==> src/rtl/evd_pkg.sv <==
// Purpose: shared constants and types for the exception vector dispatch block
// Assumes: one core clock, asynchronous active-high reset
// Notes:   vector numbers, classes and event bit indices live here
package evd_pkg;

    typedef enum logic [1:0] {
        EVD_FAULT     = 2'h0,
        EVD_TRAP      = 2'h1,
        EVD_ABORT     = 2'h2,
        EVD_INTERRUPT = 2'h3
    } evd_class_t;

    localparam int         EVD_VEC_W      = 8;
    localparam int         EVD_TBL_W      = 32;
    localparam int         EVD_GATE_BYTES = 8;
    localparam logic [7:0] EVD_VEC_DIV    = 8'h00;
    localparam logic [7:0] EVD_VEC_NMI    = 8'h02;
    localparam logic [7:0] EVD_VEC_UNDEF  = 8'h06;
    localparam logic [7:0] EVD_VEC_NOMATH = 8'h07;
    localparam logic [7:0] EVD_VEC_DBL    = 8'h08;
    localparam logic [7:0] EVD_VEC_TASK   = 8'h0A;
    localparam logic [7:0] EVD_VEC_ABSENT = 8'h0B;
    localparam logic [7:0] EVD_VEC_SS     = 8'h0C;
    localparam logic [7:0] EVD_VEC_PROT   = 8'h0D;
    localparam logic [7:0] EVD_VEC_PAGE   = 8'h0E;
    localparam logic [7:0] EVD_VEC_MATH   = 8'h10;
    localparam logic [7:0] EVD_VEC_ALIGN  = 8'h11;
    localparam logic [7:0] EVD_VEC_MCHK   = 8'h12;
    localparam logic [7:0] EVD_VEC_USER   = 8'h20;
    localparam logic [7:0] EVD_VEC_RST    = 8'h00;
    localparam logic [31:0] EVD_TBL_RST   = 32'h0000_0000;

    // event bits, lowest index wins when several are raised at once
    localparam int EVD_EV_DBL    = 0;
    localparam int EVD_EV_MCHK   = 1;
    localparam int EVD_EV_DIV    = 2;
    localparam int EVD_EV_UNDEF  = 3;
    localparam int EVD_EV_NOMATH = 4;
    localparam int EVD_EV_TASK   = 5;
    localparam int EVD_EV_ABSENT = 6;
    localparam int EVD_EV_SS     = 7;
    localparam int EVD_EV_PROT   = 8;
    localparam int EVD_EV_PAGE   = 9;
    localparam int EVD_EV_MATH   = 10;
    localparam int EVD_EV_ALIGN  = 11;
    localparam int EVD_EV_NUM = 12;

endpackage : evd_pkg

==> src/rtl/evd_classify.sv <==
// Purpose: turn a one-hot-ish exception request word into vector, class and code flag
// Assumes: purely combinational, registered by the caller
// Notes:   lowest set bit wins; no priority semantics beyond that
`timescale 1ns/100ps
module evd_classify
    import evd_pkg::*;
(
    input  wire logic [EVD_EV_NUM-1:0] excReq,
    output logic                       excAny,
    output logic [EVD_VEC_W-1:0]       excVec,
    output evd_class_t                 excClass,
    output logic                       excHasCode
);

    // fixed vector for each event bit
    function automatic logic [EVD_VEC_W-1:0] evVector(input int idx);
        case (idx)
            EVD_EV_DBL:    evVector = EVD_VEC_DBL;
            EVD_EV_MCHK:   evVector = EVD_VEC_MCHK;
            EVD_EV_DIV:    evVector = EVD_VEC_DIV;
            EVD_EV_UNDEF:  evVector = EVD_VEC_UNDEF;
            EVD_EV_NOMATH: evVector = EVD_VEC_NOMATH;
            EVD_EV_TASK:   evVector = EVD_VEC_TASK;
            EVD_EV_ABSENT: evVector = EVD_VEC_ABSENT;
            EVD_EV_SS:     evVector = EVD_VEC_SS;
            EVD_EV_PROT:   evVector = EVD_VEC_PROT;
            EVD_EV_PAGE:   evVector = EVD_VEC_PAGE;
            EVD_EV_MATH:   evVector = EVD_VEC_MATH;
            EVD_EV_ALIGN:  evVector = EVD_VEC_ALIGN;
            default:       evVector = EVD_VEC_RST;
        endcase
    endfunction : evVector

    // double fault and machine check abort, everything else here is a fault
    function automatic evd_class_t evClass(input int idx);
        case (idx)
            EVD_EV_DBL, EVD_EV_MCHK: evClass = EVD_ABORT;
            default:              evClass = EVD_FAULT;
        endcase
    endfunction : evClass

    // machine check is given no code here; the code is implementation-defined
    function automatic logic evCode(input int idx);
        case (idx)
            EVD_EV_DBL, EVD_EV_TASK, EVD_EV_ABSENT, EVD_EV_SS,
            EVD_EV_PROT, EVD_EV_PAGE, EVD_EV_ALIGN: evCode = 1'b1;
            default:                          evCode = 1'b0;
        endcase
    endfunction : evCode

    // walk from the top so the lowest index is written last and wins
    always_comb begin
        excAny     = 1'b0;
        excVec     = EVD_VEC_RST;
        excClass   = EVD_FAULT;
        excHasCode = 1'b0;
        for (int i = EVD_EV_NUM - 1; i >= 0; i--) begin
            if (excReq[i]) begin
                excAny     = 1'b1;
                excVec     = evVector(i);
                excClass   = evClass(i);
                excHasCode = evCode(i);
            end
        end
    end

endmodule : evd_classify

==> src/rtl/evd_dispatch.sv <==
// Purpose: pick the next exception or interrupt and hand its vector to dispatch
// Assumes: requests are levels from the core, synchronous to clk
// Notes:   one event in service at a time; handler return reopens acceptance
`timescale 1ns/100ps
module evd_dispatch
    import evd_pkg::*;
#(
    parameter int TBL_W = EVD_TBL_W
)(
    input  wire logic                  clk,
    input  wire logic                  rst,
    // local pins and controller state
    input  wire logic [1:0]            localInterruptPins,
    input  wire logic                  localCtrlEnable,
    input  wire logic [EVD_VEC_W-1:0]  localVecTable0,
    input  wire logic [EVD_VEC_W-1:0]  localVecTable1,
    input  wire logic                  flagsIntMask,
    // vector read from the system bus controller
    output logic                       busAckReq,
    input  wire logic                  busVecValid,
    input  wire logic [EVD_VEC_W-1:0]  busVec,
    // core-side exception and software requests
    input  wire logic [EVD_EV_NUM-1:0] excReq,
    input  wire logic                  swIntReq,
    input  wire logic [EVD_VEC_W-1:0]  swIntVec,
    input  wire logic                  instrRetired,
    input  wire logic [TBL_W-1:0]      curInstrAddr,
    input  wire logic [TBL_W-1:0]      nextInstrAddr,
    input  wire logic [TBL_W-1:0]      tableBase,
    input  wire logic                  handlerDone,
    // dispatch outputs
    output logic                       dispValid,
    output logic [EVD_VEC_W-1:0]       dispVec,
    output evd_class_t                 dispClass,
    output logic                       dispHasCode,
    output logic [TBL_W-1:0]           dispEntryAddr,
    output logic [TBL_W-1:0]           dispReturnAddr,
    output logic                       dispRestoreState,
    output logic                       coreSuspend,
    output logic                       badVecReject
);

    typedef enum logic [1:0] {
        EVD_IDLE    = 2'b00,
        EVD_FETCH   = 2'b01,
        EVD_HANDLER = 2'b11
    } evd_state_t;

    evd_state_t                 state_reg;
    logic                       nmiPrev_reg;
    logic                       pin0Prev_reg;
    logic                       pin1Prev_reg;
    logic                       excAny;
    logic [EVD_VEC_W-1:0]       excVec;
    evd_class_t                 excClass;
    logic                       excHasCode;
    logic                       maskPin;
    logic                       nmiPin;
    logic                       nmiEdge;
    logic                       tblHit;
    logic [EVD_VEC_W-1:0]       tblVec;
    logic                       takeEvent;
    logic [EVD_VEC_W-1:0]       selVec;
    evd_class_t                 selClass;
    logic                       selHasCode;
    logic [TBL_W-1:0]           selRet;
    logic                       selRestore;

    // reserved range check used for both pin-table and bus vectors
    function automatic logic isArchVec(input logic [EVD_VEC_W-1:0] v);
        isArchVec = (v < EVD_VEC_USER);
    endfunction : isArchVec

    evd_classify u_classify (
        .excReq     (excReq),
        .excAny     (excAny),
        .excVec     (excVec),
        .excClass   (excClass),
        .excHasCode (excHasCode)
    );

    // pin roles follow the local controller enable
    assign maskPin = !localCtrlEnable && localInterruptPins[0];
    assign nmiPin  = !localCtrlEnable && localInterruptPins[1];
    assign nmiEdge = nmiPin && !nmiPrev_reg;

    // enabled controller: a rising pin raises its programmed vector; masked like maskable
    always_comb begin
        tblHit = 1'b0;
        tblVec = localVecTable0;
        if (localCtrlEnable && !flagsIntMask) begin
            if (localInterruptPins[0] && !pin0Prev_reg) begin
                tblHit = 1'b1;
                tblVec = localVecTable0;
            end else if (localInterruptPins[1] && !pin1Prev_reg) begin
                tblHit = 1'b1;
                tblVec = localVecTable1;
            end
        end
    end

    // selection when idle: exceptions, nonmaskable, software, local table
    always_comb begin
        takeEvent  = 1'b1;
        selVec     = excVec;
        selClass   = excClass;
        selHasCode = excHasCode;
        selRet     = curInstrAddr;
        selRestore = 1'b1;
        if (excAny) begin
            selRet     = curInstrAddr;
            selRestore = (excClass == EVD_FAULT);
        end else if (nmiEdge) begin
            selVec     = EVD_VEC_NMI;
            selClass   = EVD_INTERRUPT;
            selHasCode = 1'b0;
            selRet     = nextInstrAddr;
            selRestore = 1'b0;
        end else if (swIntReq && instrRetired) begin
            selVec     = swIntVec;
            selClass   = EVD_TRAP;
            selHasCode = 1'b0;
            selRet     = nextInstrAddr;
            selRestore = 1'b0;
        end else if (tblHit && !isArchVec(tblVec)) begin
            selVec     = tblVec;
            selClass   = EVD_INTERRUPT;
            selHasCode = 1'b0;
            selRet     = nextInstrAddr;
            selRestore = 1'b0;
        end else begin
            takeEvent  = 1'b0;
        end
    end

    // pin history for edge detection
    always_ff @(posedge clk or posedge rst) begin
        if (rst) begin
            nmiPrev_reg  <= 1'b0;
            pin0Prev_reg <= 1'b0;
            pin1Prev_reg <= 1'b0;
        end else begin
            nmiPrev_reg  <= nmiPin;
            pin0Prev_reg <= localInterruptPins[0];
            pin1Prev_reg <= localInterruptPins[1];
        end
    end

    // sequencing: accept, optionally fetch a bus vector, run handler, resume
    always_ff @(posedge clk or posedge rst) begin
        if (rst) begin
            state_reg <= EVD_IDLE;
        end else begin
            case (state_reg)
                EVD_IDLE: begin
                    if (takeEvent) begin
                        state_reg <= EVD_HANDLER;
                    end else if (maskPin && !flagsIntMask) begin
                        state_reg <= EVD_FETCH;
                    end
                end
                EVD_FETCH: begin
                    if (excAny) begin
                        state_reg <= EVD_HANDLER;
                    end else if (busVecValid) begin
                        state_reg <= isArchVec(busVec) ? EVD_IDLE : EVD_HANDLER;
                    end
                end
                EVD_HANDLER: begin
                    if (handlerDone) begin
                        state_reg <= EVD_IDLE;
                    end
                end
                default: state_reg <= EVD_IDLE;
            endcase
        end
    end

    // dispatch record, one-cycle valid pulse with held fields
    always_ff @(posedge clk or posedge rst) begin
        if (rst) begin
            dispValid        <= 1'b0;
            dispVec          <= EVD_VEC_RST;
            dispClass        <= EVD_FAULT;
            dispHasCode      <= 1'b0;
            dispEntryAddr    <= EVD_TBL_RST;
            dispReturnAddr   <= EVD_TBL_RST;
            dispRestoreState <= 1'b0;
            badVecReject     <= 1'b0;
        end else begin
            dispValid    <= 1'b0;
            badVecReject <= 1'b0;
            if (state_reg == EVD_IDLE && takeEvent) begin
                dispValid        <= 1'b1;
                dispVec          <= selVec;
                dispClass        <= selClass;
                dispHasCode      <= selHasCode;
                dispEntryAddr    <= tableBase + TBL_W'(selVec) * TBL_W'(EVD_GATE_BYTES);
                dispReturnAddr   <= selRet;
                dispRestoreState <= selRestore;
            end else if (state_reg == EVD_FETCH && excAny) begin
                dispValid        <= 1'b1;
                dispVec          <= EVD_VEC_DBL;
                dispClass        <= EVD_ABORT;
                dispHasCode      <= 1'b1;
                dispEntryAddr    <= tableBase + TBL_W'(EVD_VEC_DBL) * TBL_W'(EVD_GATE_BYTES);
                dispReturnAddr   <= curInstrAddr;
                dispRestoreState <= 1'b0;
            end else if (state_reg == EVD_FETCH && busVecValid) begin
                if (isArchVec(busVec)) begin
                    badVecReject <= 1'b1;
                end else begin
                    dispValid        <= 1'b1;
                    dispVec          <= busVec;
                    dispClass        <= EVD_INTERRUPT;
                    dispHasCode      <= 1'b0;
                    dispEntryAddr    <= tableBase + TBL_W'(busVec) * TBL_W'(EVD_GATE_BYTES);
                    dispReturnAddr   <= nextInstrAddr;
                    dispRestoreState <= 1'b0;
                end
            end
        end
    end

    // bus acknowledge and core suspend are registered from the state and the pending requests
    always_ff @(posedge clk or posedge rst) begin
        if (rst) begin
            busAckReq   <= 1'b0;
            coreSuspend <= 1'b0;
        end else begin
            busAckReq   <= (state_reg == EVD_IDLE && !takeEvent && maskPin && !flagsIntMask)
                        || (state_reg == EVD_FETCH && !busVecValid && !excAny);
            coreSuspend <= (state_reg == EVD_IDLE && (takeEvent || (maskPin && !flagsIntMask)))
                        || (state_reg == EVD_FETCH && !(busVecValid && isArchVec(busVec)))
                        || (state_reg == EVD_HANDLER && !handlerDone);
        end
    end
endmodule : evd_dispatch

==> config.mk <==
export PLATFORM = sky130hd
export DESIGN_NAME = evd_dispatch
export DESIGN_NICKNAME = d
export VERILOG_FILES = /design/src/rtl/evd_pkg.sv /design/src/rtl/evd_classify.sv /design/src/rtl/evd_dispatch.sv
export SDC_FILE = /design/constraint.sdc
export NUM_CORES = 1
export LEC_CHECK = 0
export BUFFER_PORTS_ARGS = -buffer_cell sky130_fd_sc_hd__buf_2
export CORE_ASPECT_RATIO = 0.7
export CORE_MARGIN = 2
export CORE_UTILIZATION = 25
export CTS_CLUSTER_DIAMETER = 150
export CTS_CLUSTER_SIZE = 12
export DETAILED_ROUTE_END_ITERATION = 10
export MAX_ROUTING_LAYER = met4
export PLACE_DENSITY = 0.45
export SYNTH_ARGS = -nofsm -noshare
export SYNTH_HDL_FRONTEND = slang
export SYNTH_HIERARCHICAL = 1
export SYNTH_SLANG_ARGS = --single-unit
==> constraint.sdc <==
create_clock -name clk -period 11.7 [get_ports clk]
set_input_delay 1.17 -clock clk [delete_from_list [all_inputs] [get_ports clk]]
set_output_delay 1.17 -clock clk [all_outputs]
set_load 0.01 [all_outputs]
==> results by group, run 1 <==
STA
  • Fin. Hold Viols: 0
  • RSZ-0062 raised after global routing: no
  • F_max: 181 MHz
  • Minimum hold slack: 0.466 ns
  • Post-layout minimum cycle time: 5.53 ns
  • Slew Viols, Final: 0
  • Slew @ Worst Pin: 1.04 ns
  • Clock Skew: 0.0135 ns
  • Sum Neg Setup Slack: 0 ns
  • Endpoints failing setup: 0
  • Final period util: 47.2%
  • Worst slew margin: 30.5%

Floorplan
  • Core Area: 22,000 µm²
  • Die area: 23,800 µm²
  • Starting density of the core: 25.7%
  • Die width: 184 µm
  • Num ports: 230
  • Cell row count: 45
  • Die Ht: 130 µm

Cells and area
  • Share of cells above drive strength 1: 32.1%
  • Largest registers: dispEntryAddr: 32 flops, dispReturnAddr: 32 flops, dispVec: 8 flops
  • Most frequent cells in the layout: buf_2 (229), nand2_1 (102), dfrtp_1 (85), o21ai_1 (51), mux2i_1 (37)
  • Most common cell after layout, fill and taps aside: buf_2
  • Final-stage net count: 1,030
  • Diode count: 0
  • Area Overhead vs Synth: 30.2%

Clock tree
  • CTS Hold Bufs: 0
  • Bufs on Longest Clock Path: 2
  • TritonCTS Buffers: 9
  • CTS HTree Levels: 3
  • Sink Count: 85
  • # resized after CTS: 0
  • CTS root buf: clkbuf_16
  • Setup Fix Bufs, Post-CTS: 0
  • Clock slew at reported path FFs: 0.07 ns
  • CTS tree: built
  • Clk Latency, worst-skew pair: 0.35 ns

Global routing
  • GRT Resource Usage Total: 16.6%
  • M3 GR Usage: 3.04%
  • Grt total ovfl: 0
  • Met1 Use GR: 25.0%
  • Top Usage Layer GRT: met1
  • Vias in the first global route: 5,065
  • Initial antenna violation count: 0
  • First-pass GRT wire length: 29.6 mm
  • Pin count of the biggest net entering global routing: 110
  • Met2 usage: 22.8%

Pwr
  • IR drop worst, VDD: 0.000115 V
  • Leakage power: 0.00346 µW
  • Total chip power: 1610 µW
  • Power Dens Cells: 218 nW/µm²

Place
  • Final HPWL DP: 15.2 mm
  • RePlAce Congestion: 0.796
  • Port buffer count: 229

Outcome
  • Outcome: finished, final reports clean

Setup path
  • CP Max Fanout: 10
  • Critical path data arrival time: 5.77 ns
  • Setup crit end kind: flip-flop
  • Critical path class: in -> reg
  • Setup crit start kind: input port
  • Worst path required time: 11.94 ns
  • R2R depth: 14

Drt
  • DRT Wirelength: 19.6 mm
  • Drc violations: 0
  • DR vias: 5,650
  • Routed vias/inst: 4.92
  • Initial DRC count: 348
  • Total iterations of the first detailed-routing run: 4
  • WL/cell: 17.1 µm
  • DRT antenna net count: 0

Synth
  • Yosys reg bits: 85
  • Primary FF master, synth: dfrtp_1
  • Yosys warning total: 6
  • Synthesized netlist cell count: 645
  • Area fraction in compound gates after synthesis: 22.2%
  • Synth Area in Simple Gates: 22.4%
  • Post-Synth Adder-Cell Area: 4.47%
  • Avg Cell Area, Syn: 8.76 µm²
  • Cell Area, Synth: 5650 µm²
  • Seq/Total Area, Yosys: 37.6%
  • Post-Synth XOR/XNOR Area: 2.17%
  • Yosys cell types: 78
  • Post-synth ARST share: 100%
  • EDFF count, synth: 0
  • Mux cell area share after synthesis: 7.15%
  • Largest family of logic cells by synthesized area: simple AND/OR/NAND/NOR gates

Min path
  • Hold Path Stages: 2
  • Tightest Hold Check Type: reg -> reg

Job
  • Max Cap Violations: 0
-- critical path, cell delays in order --
cell       delay (ns)
buf_2            0.11
or3_4            0.38
or3_1            0.34
nand4b_1         0.47
inv_2            0.30
nand3_2          0.20
a31o_2           0.33
nand2_1          0.16
a221o_1          0.20
ha_1             0.28
o21ai_1          0.18
o21ai_1          0.14
a2111oi_2        0.59
nor3_1           0.13
a21oi_2          0.35
o21ai_1          0.15
a211o_1          0.27
-- cell families (layout without fill, tap and decap cells) --
family / after synthesis / count (layout)
buffers and inverters: 46 / 264
flip-flops: 85 / 85
AO/OA/AOI/OAI: 193 / 193
XOR/XNOR: 14 / 14
multiplexers: 40 / 40
adder cells (fa/ha/maj): 19 / 19
other: 1 / 4
AND/OR/NAND/NOR: 247 / 247
-- synthesized netlist by cell type (2+ instances only) --
cell	instances	share of area, %
buf_4	10	1.3
ha_1	17	3.8
o21ai_0	25	2.2
buf_2	9	0.80
inv_2	3	0.20
or2_2	3	0.33
nand3_1	24	2.1
nand2b_1	2	0.22
and3_1	4	0.44
a211o_1	3	0.46
o22a_1	3	0.46
and4_1	3	0.46
o21ai_1	51	4.5
o21ai_2	2	0.31
nand2_1	102	6.8
xor2_1	5	0.77
inv_1	12	0.80
mux2_2	3	0.60
a22o_1	2	0.31
nor3_1	14	1.2
o211ai_1	8	1.1
dfrtp_1	85	38
or3_1	10	1.1
nand4b_1	2	0.31
and2_1	5	0.55
o21a_1	10	1.3
or4_1	10	1.3
a21oi_2	2	0.31
nor2b_1	8	0.89
nand4_1	6	0.66
a21oi_1	24	2.1
nor4_1	4	0.44
nor2_1	33	2.2
a211oi_1	4	0.53
nor3b_1	2	0.27
a221o_1	4	0.71
a31oi_1	20	2.2
o31ai_1	4	0.53
a21o_1	8	1.1
fa_1	2	0.71
o21bai_1	6	0.80
clkbuf_1	11	0.73
mux2i_1	37	6.6
xnor2_1	9	1.4
-- per-layer routing --
metal | part of all wire [%] | up-vias
li1 | - | 2810
met1 | 52 | 2643
met2 | 41 | 188
met3 | 5.8 | 9
met4 | 0.55 | 0
met5 | 0 | -
-- power by group --
group / internal, µW / switching [µW]
Combinational: 298 / 476
Sequential: 432 / 82.1
Clock: 188 / 129
-- per-stage QoR --
stage                     util [%]  std cells  setup slack, ns  area, µm²
final                         33.5       1148             6.17       7360
after global placement        32.1       1132             6.05       7040
after CTS                     33.5       1148             6.27       7360
after detailed placement      32.1       1132             5.91       7040
after global routing          33.5       1148             5.83       7360
after floorplan                  -        648             6.78       5660
-- path summary, 6_finish.rpt --
kind,start,slack [ns],end
max,excReq[7],6.17,dispEntryAddr[26]
max in group asynchronous,rst,9.66,state_reg[1]
min,dispHasCode,0.47,dispHasCode
max reg2reg,pin1Prev_reg,7.42,dispEntryAddr[31]
min reg2reg,dispHasCode,0.47,dispHasCode
min in group asynchronous,rst,0.92,dispReturnAddr[7]
-- layout make-up --
class | count | area (µm²)
well taps | 282 | 353
clock inverters | 5 | 83.8
flip-flops and latches | 85 | 2130
repair buffers | 233 | 1180
inverters | 15 | 57.6
fillers | 2358 | 14600
multi-input cells | 517 | 3330
clock buffers | 11 | 233
(Power assumes the default switching activity.)
==> inputs of run 2 (changes only) <==
--- a/config.mk
+++ b/config.mk
@@ -5,6 +5,7 @@
 export SDC_FILE = /design/constraint.sdc
 export NUM_CORES = 1
 export LEC_CHECK = 0
+export ABC_AREA = 1
 export BUFFER_PORTS_ARGS = -buffer_cell sky130_fd_sc_hd__buf_2
 export CORE_ASPECT_RATIO = 0.7
 export CORE_MARGIN = 2
@@ -13,7 +14,7 @@
 export CTS_CLUSTER_SIZE = 12
 export DETAILED_ROUTE_END_ITERATION = 10
 export MAX_ROUTING_LAYER = met4
-export PLACE_DENSITY = 0.45
+export PLACE_DENSITY = 0.43
 export SYNTH_ARGS = -nofsm -noshare
 export SYNTH_HDL_FRONTEND = slang
 export SYNTH_HIERARCHICAL = 1
==> constraint.sdc (replaced) <==
create_clock -name clk -period 4.9 [get_ports clk]
set_input_delay 0.49 -clock clk [delete_from_list [all_inputs] [get_ports clk]]
set_output_delay 0.49 -clock clk [all_outputs]
set_load 0.01 [all_outputs]
==> results by group, run 2 <==
Outcome
  • Outcome: finished, final reports clean

Drt
  • DRT Wirelength: 35.1 mm
  • Total iterations of the first detailed-routing run: 5
  • DR vias: 9,739
  • Initial DRC count: 685
  • WL/cell: 16.6 µm
  • Routed vias/inst: 4.59
  • Drc violations: 0
  • DRT antenna net count: 0

Clock tree
  • Setup Fix Bufs, Post-CTS: 0
  • Clock slew at reported path FFs: 0.07 ns
  • Bufs on Longest Clock Path: 2
  • CTS root buf: clkbuf_16
  • CTS Hold Bufs: 0
  • Clk Latency, worst-skew pair: 0.38 ns
  • CTS HTree Levels: 3
  • CTS tree: built
  • TritonCTS Buffers: 9
  • Sink Count: 85
  • # resized after CTS: 0

STA
  • Endpoints failing setup: 0
  • Worst slew margin: 34.4%
  • Slew Viols, Final: 0
  • Final period util: 72.8%
  • Sum Neg Setup Slack: 0 ns
  • Slew @ Worst Pin: 0.984 ns
  • Post-layout minimum cycle time: 3.57 ns
  • RSZ-0062 raised after global routing: no
  • F_max: 280 MHz
  • Fin. Hold Viols: 0
  • Clock Skew: 0.0167 ns
  • Minimum hold slack: 0.274 ns
  • PnR worst setup slack: 1.33 ns

Setup path
  • Setup crit end kind: flip-flop
  • CP Max Fanout: 11
  • Critical path data arrival time: 3.88 ns
  • Reg-to-reg slack, setup: 1.33 ns
  • Critical path class: reg -> reg
  • Setup crit start kind: flip-flop
  • Worst path required time: 5.22 ns

Place
  • RePlAce Congestion: 0.891
  • Port buffer count: 229
  • Final HPWL DP: 25.8 mm
  • Dpl ws: 1.09 ns

Global routing
  • First-pass GRT wire length: 53.7 mm
  • Initial antenna violation count: 1
  • Grt total ovfl: 0
  • Vias in the first global route: 9,179
  • Pin count of the biggest net entering global routing: 70
  • GRT Resource Usage Total: 20.0%

Pwr
  • Clk pwr share: 16.0%
  • IR drop worst, VDD: 0.000317 V
  • Switching share of total power: 50.6%
  • P_int: 2470 µW
  • Power Dens Cells: 480 nW/µm²
  • Flop pwr share: 24.9%
  • Total chip power: 5010 µW
  • Net Sw Power: 2540 µW
  • Leakage power: 0.00573 µW
  • Logic pwr share: 59.1%

Job
  • Max Cap Violations: 0

Synth
  • Yosys warning total: 6
  • Share of Yosys cell area claimed by the top area cell type: 24.6%
  • Most instantiated cells after synthesis: nand2_1 (567), nand3_1 (159), inv_1 (158)
  • Seq/Total Area, Yosys: 24.5%
  • Yosys cell types: 45
  • Cell Area, Synth: 8670 µm²
  • Ranking of synthesized cells by area: nand2_1 (25%), dfrtp_1 (25%), nand3_1 (9.2%)
  • Synthesized netlist cell count: 1,456
  • Avg Cell Area, Syn: 5.95 µm²
  • Post-synth ARST share: 100%
  • Top cell type by total area after synthesis: nand2_1
  • Top-count cell post-synth: nand2_1
  • Primary FF master, synth: dfrtp_1
  • Yosys reg bits: 85
  • EDFF count, synth: 0

Cells and area
  • Largest registers: dispEntryAddr: 32 flops, dispReturnAddr: 32 flops, dispVec: 8 flops
  • Area Overhead vs Synth: 20.4%
  • Share of cells above drive strength 1: 19.2%
  • Most common cell after layout, fill and taps aside: nand2_1
  • Fill count: 3,956
  • Most frequent cells in the layout: nand2_1 (567), buf_2 (229), nand3_1 (159), inv_1 (157), nor2_1 (112)
  • Final-stage net count: 1,812

Floorplan
  • Num ports: 230
  • Die area: 36,200 µm²
  • Core Area: 34,400 µm²
  • Die width: 227 µm
  • Starting density of the core: 25.2%
  • Cell row count: 57
  • Die Ht: 160 µm

Min path
  • Tightest Hold Check Type: in -> reg
-- run 2: changes by cell type after synthesis, moves of 11 or more --
cell	change
nor2_1	+80
o21ai_1	-51
nand2_1	+465
a21oi_1	+19
buf_2	+14
nand4_1	+15
buf_6	+11
a31oi_1	-19
nand3_2	+14
nand3_1	+135
xor2_1	+36
mux2i_1	-37
o21ai_0	+59
inv_1	+146
-- run 2: power by group through the flow --
stage / registers [µW] / clock network, µW / logic (µW)
after CTS: 1250 / 843 / 3010
after floorplan: 1390 / 0 / 1870
after global placement: 1260 / 0 / 3000
after global routing: 1290 / 867 / 3350
final: 1240 / 804 / 2960
after detailed placement: 1250 / 0 / 3000
-- run 2: cell type report --
cell class                      instances  area (µm²)  share of cell area, %
Antenna cell                            1        2.50                 0.0240
Tap cell                              472         591                   5.66
Timing Repair Buffer                  238        1230                   11.8
Clock inverter                          5        85.1                  0.815
Sequential cell                        85        2130                   20.4
Clock buffer                           10         239                   2.29
Inverter                              165         629                   6.03
Multi-Input combinational cell       1144        5530                   53.0
-- run 2: critical path: stages, from the launching register on --
cell and delay [ns]:
dfrtp_1 0.38, nor2_1 0.19, nand3_4 0.15, nand2_1 0.12
nand2_1 0.09, nand3_4 0.12, nand2_4 0.13, nand2_1 0.10
nand3_1 0.07, nand2_1 0.12, nand2_1 0.06, ha_1 0.25
fa_1 0.51, nand3_1 0.12, o211ai_1 0.26, a21o_1 0.30
nand2_1 0.09, xor2_1 0.15, nand2_1 0.07, nand2_1 0.10
nand2_1 0.05, nand2_1 0.09
-- run 2: per-stage QoR --
step	std cells	util (%)	instance area [µm²]
floorplan	1459	-	8680
global placement	2104	29.3	10100
detailed placement	2104	29.3	10100
CTS	2119	30.3	10400
global route	2120	30.3	10400
finish	2120	30.3	10400
-- run 2: cells by family after synthesis --
logic type | Yosys count | share of synthesized area (%)
AO/OA/AOI/OAI | 157 | 10.1
XOR/XNOR | 45 | 4.55
adder cells (fa/ha/maj) | 19 | 2.92
buffers and inverters | 230 | 11.9
flip-flops | 85 | 24.5
other | 1 | 0.0433
AND/OR/NAND/NOR | 919 | 46.0
-- run 2: path summary, 6_finish.rpt --
check                                 startpoint                end  cells past startpoint
setup / recovery                    pin1Prev_reg  dispEntryAddr[27]                     21
hold / removal             localInterruptPins[1]       pin1Prev_reg                      1
setup reg to reg                    pin1Prev_reg  dispEntryAddr[27]                     21
hold reg to reg                 dispEntryAddr[2]   dispEntryAddr[2]                      2
max in group asynchronous                    rst        dispHasCode                      3
min in group asynchronous                    rst  dispReturnAddr[8]                      2
-- run 2: layer usage --
layer	vias up	global-route usage (%)	routed length [µm]	part of all wire, %
met4	0	4.87	618	1.8
met5	-	-	0	0
met2	295	28.4	14200	41
li1	4966	-	-	-
met3	38	3.79	2100	6.0
met1	4440	29.0	18100	52
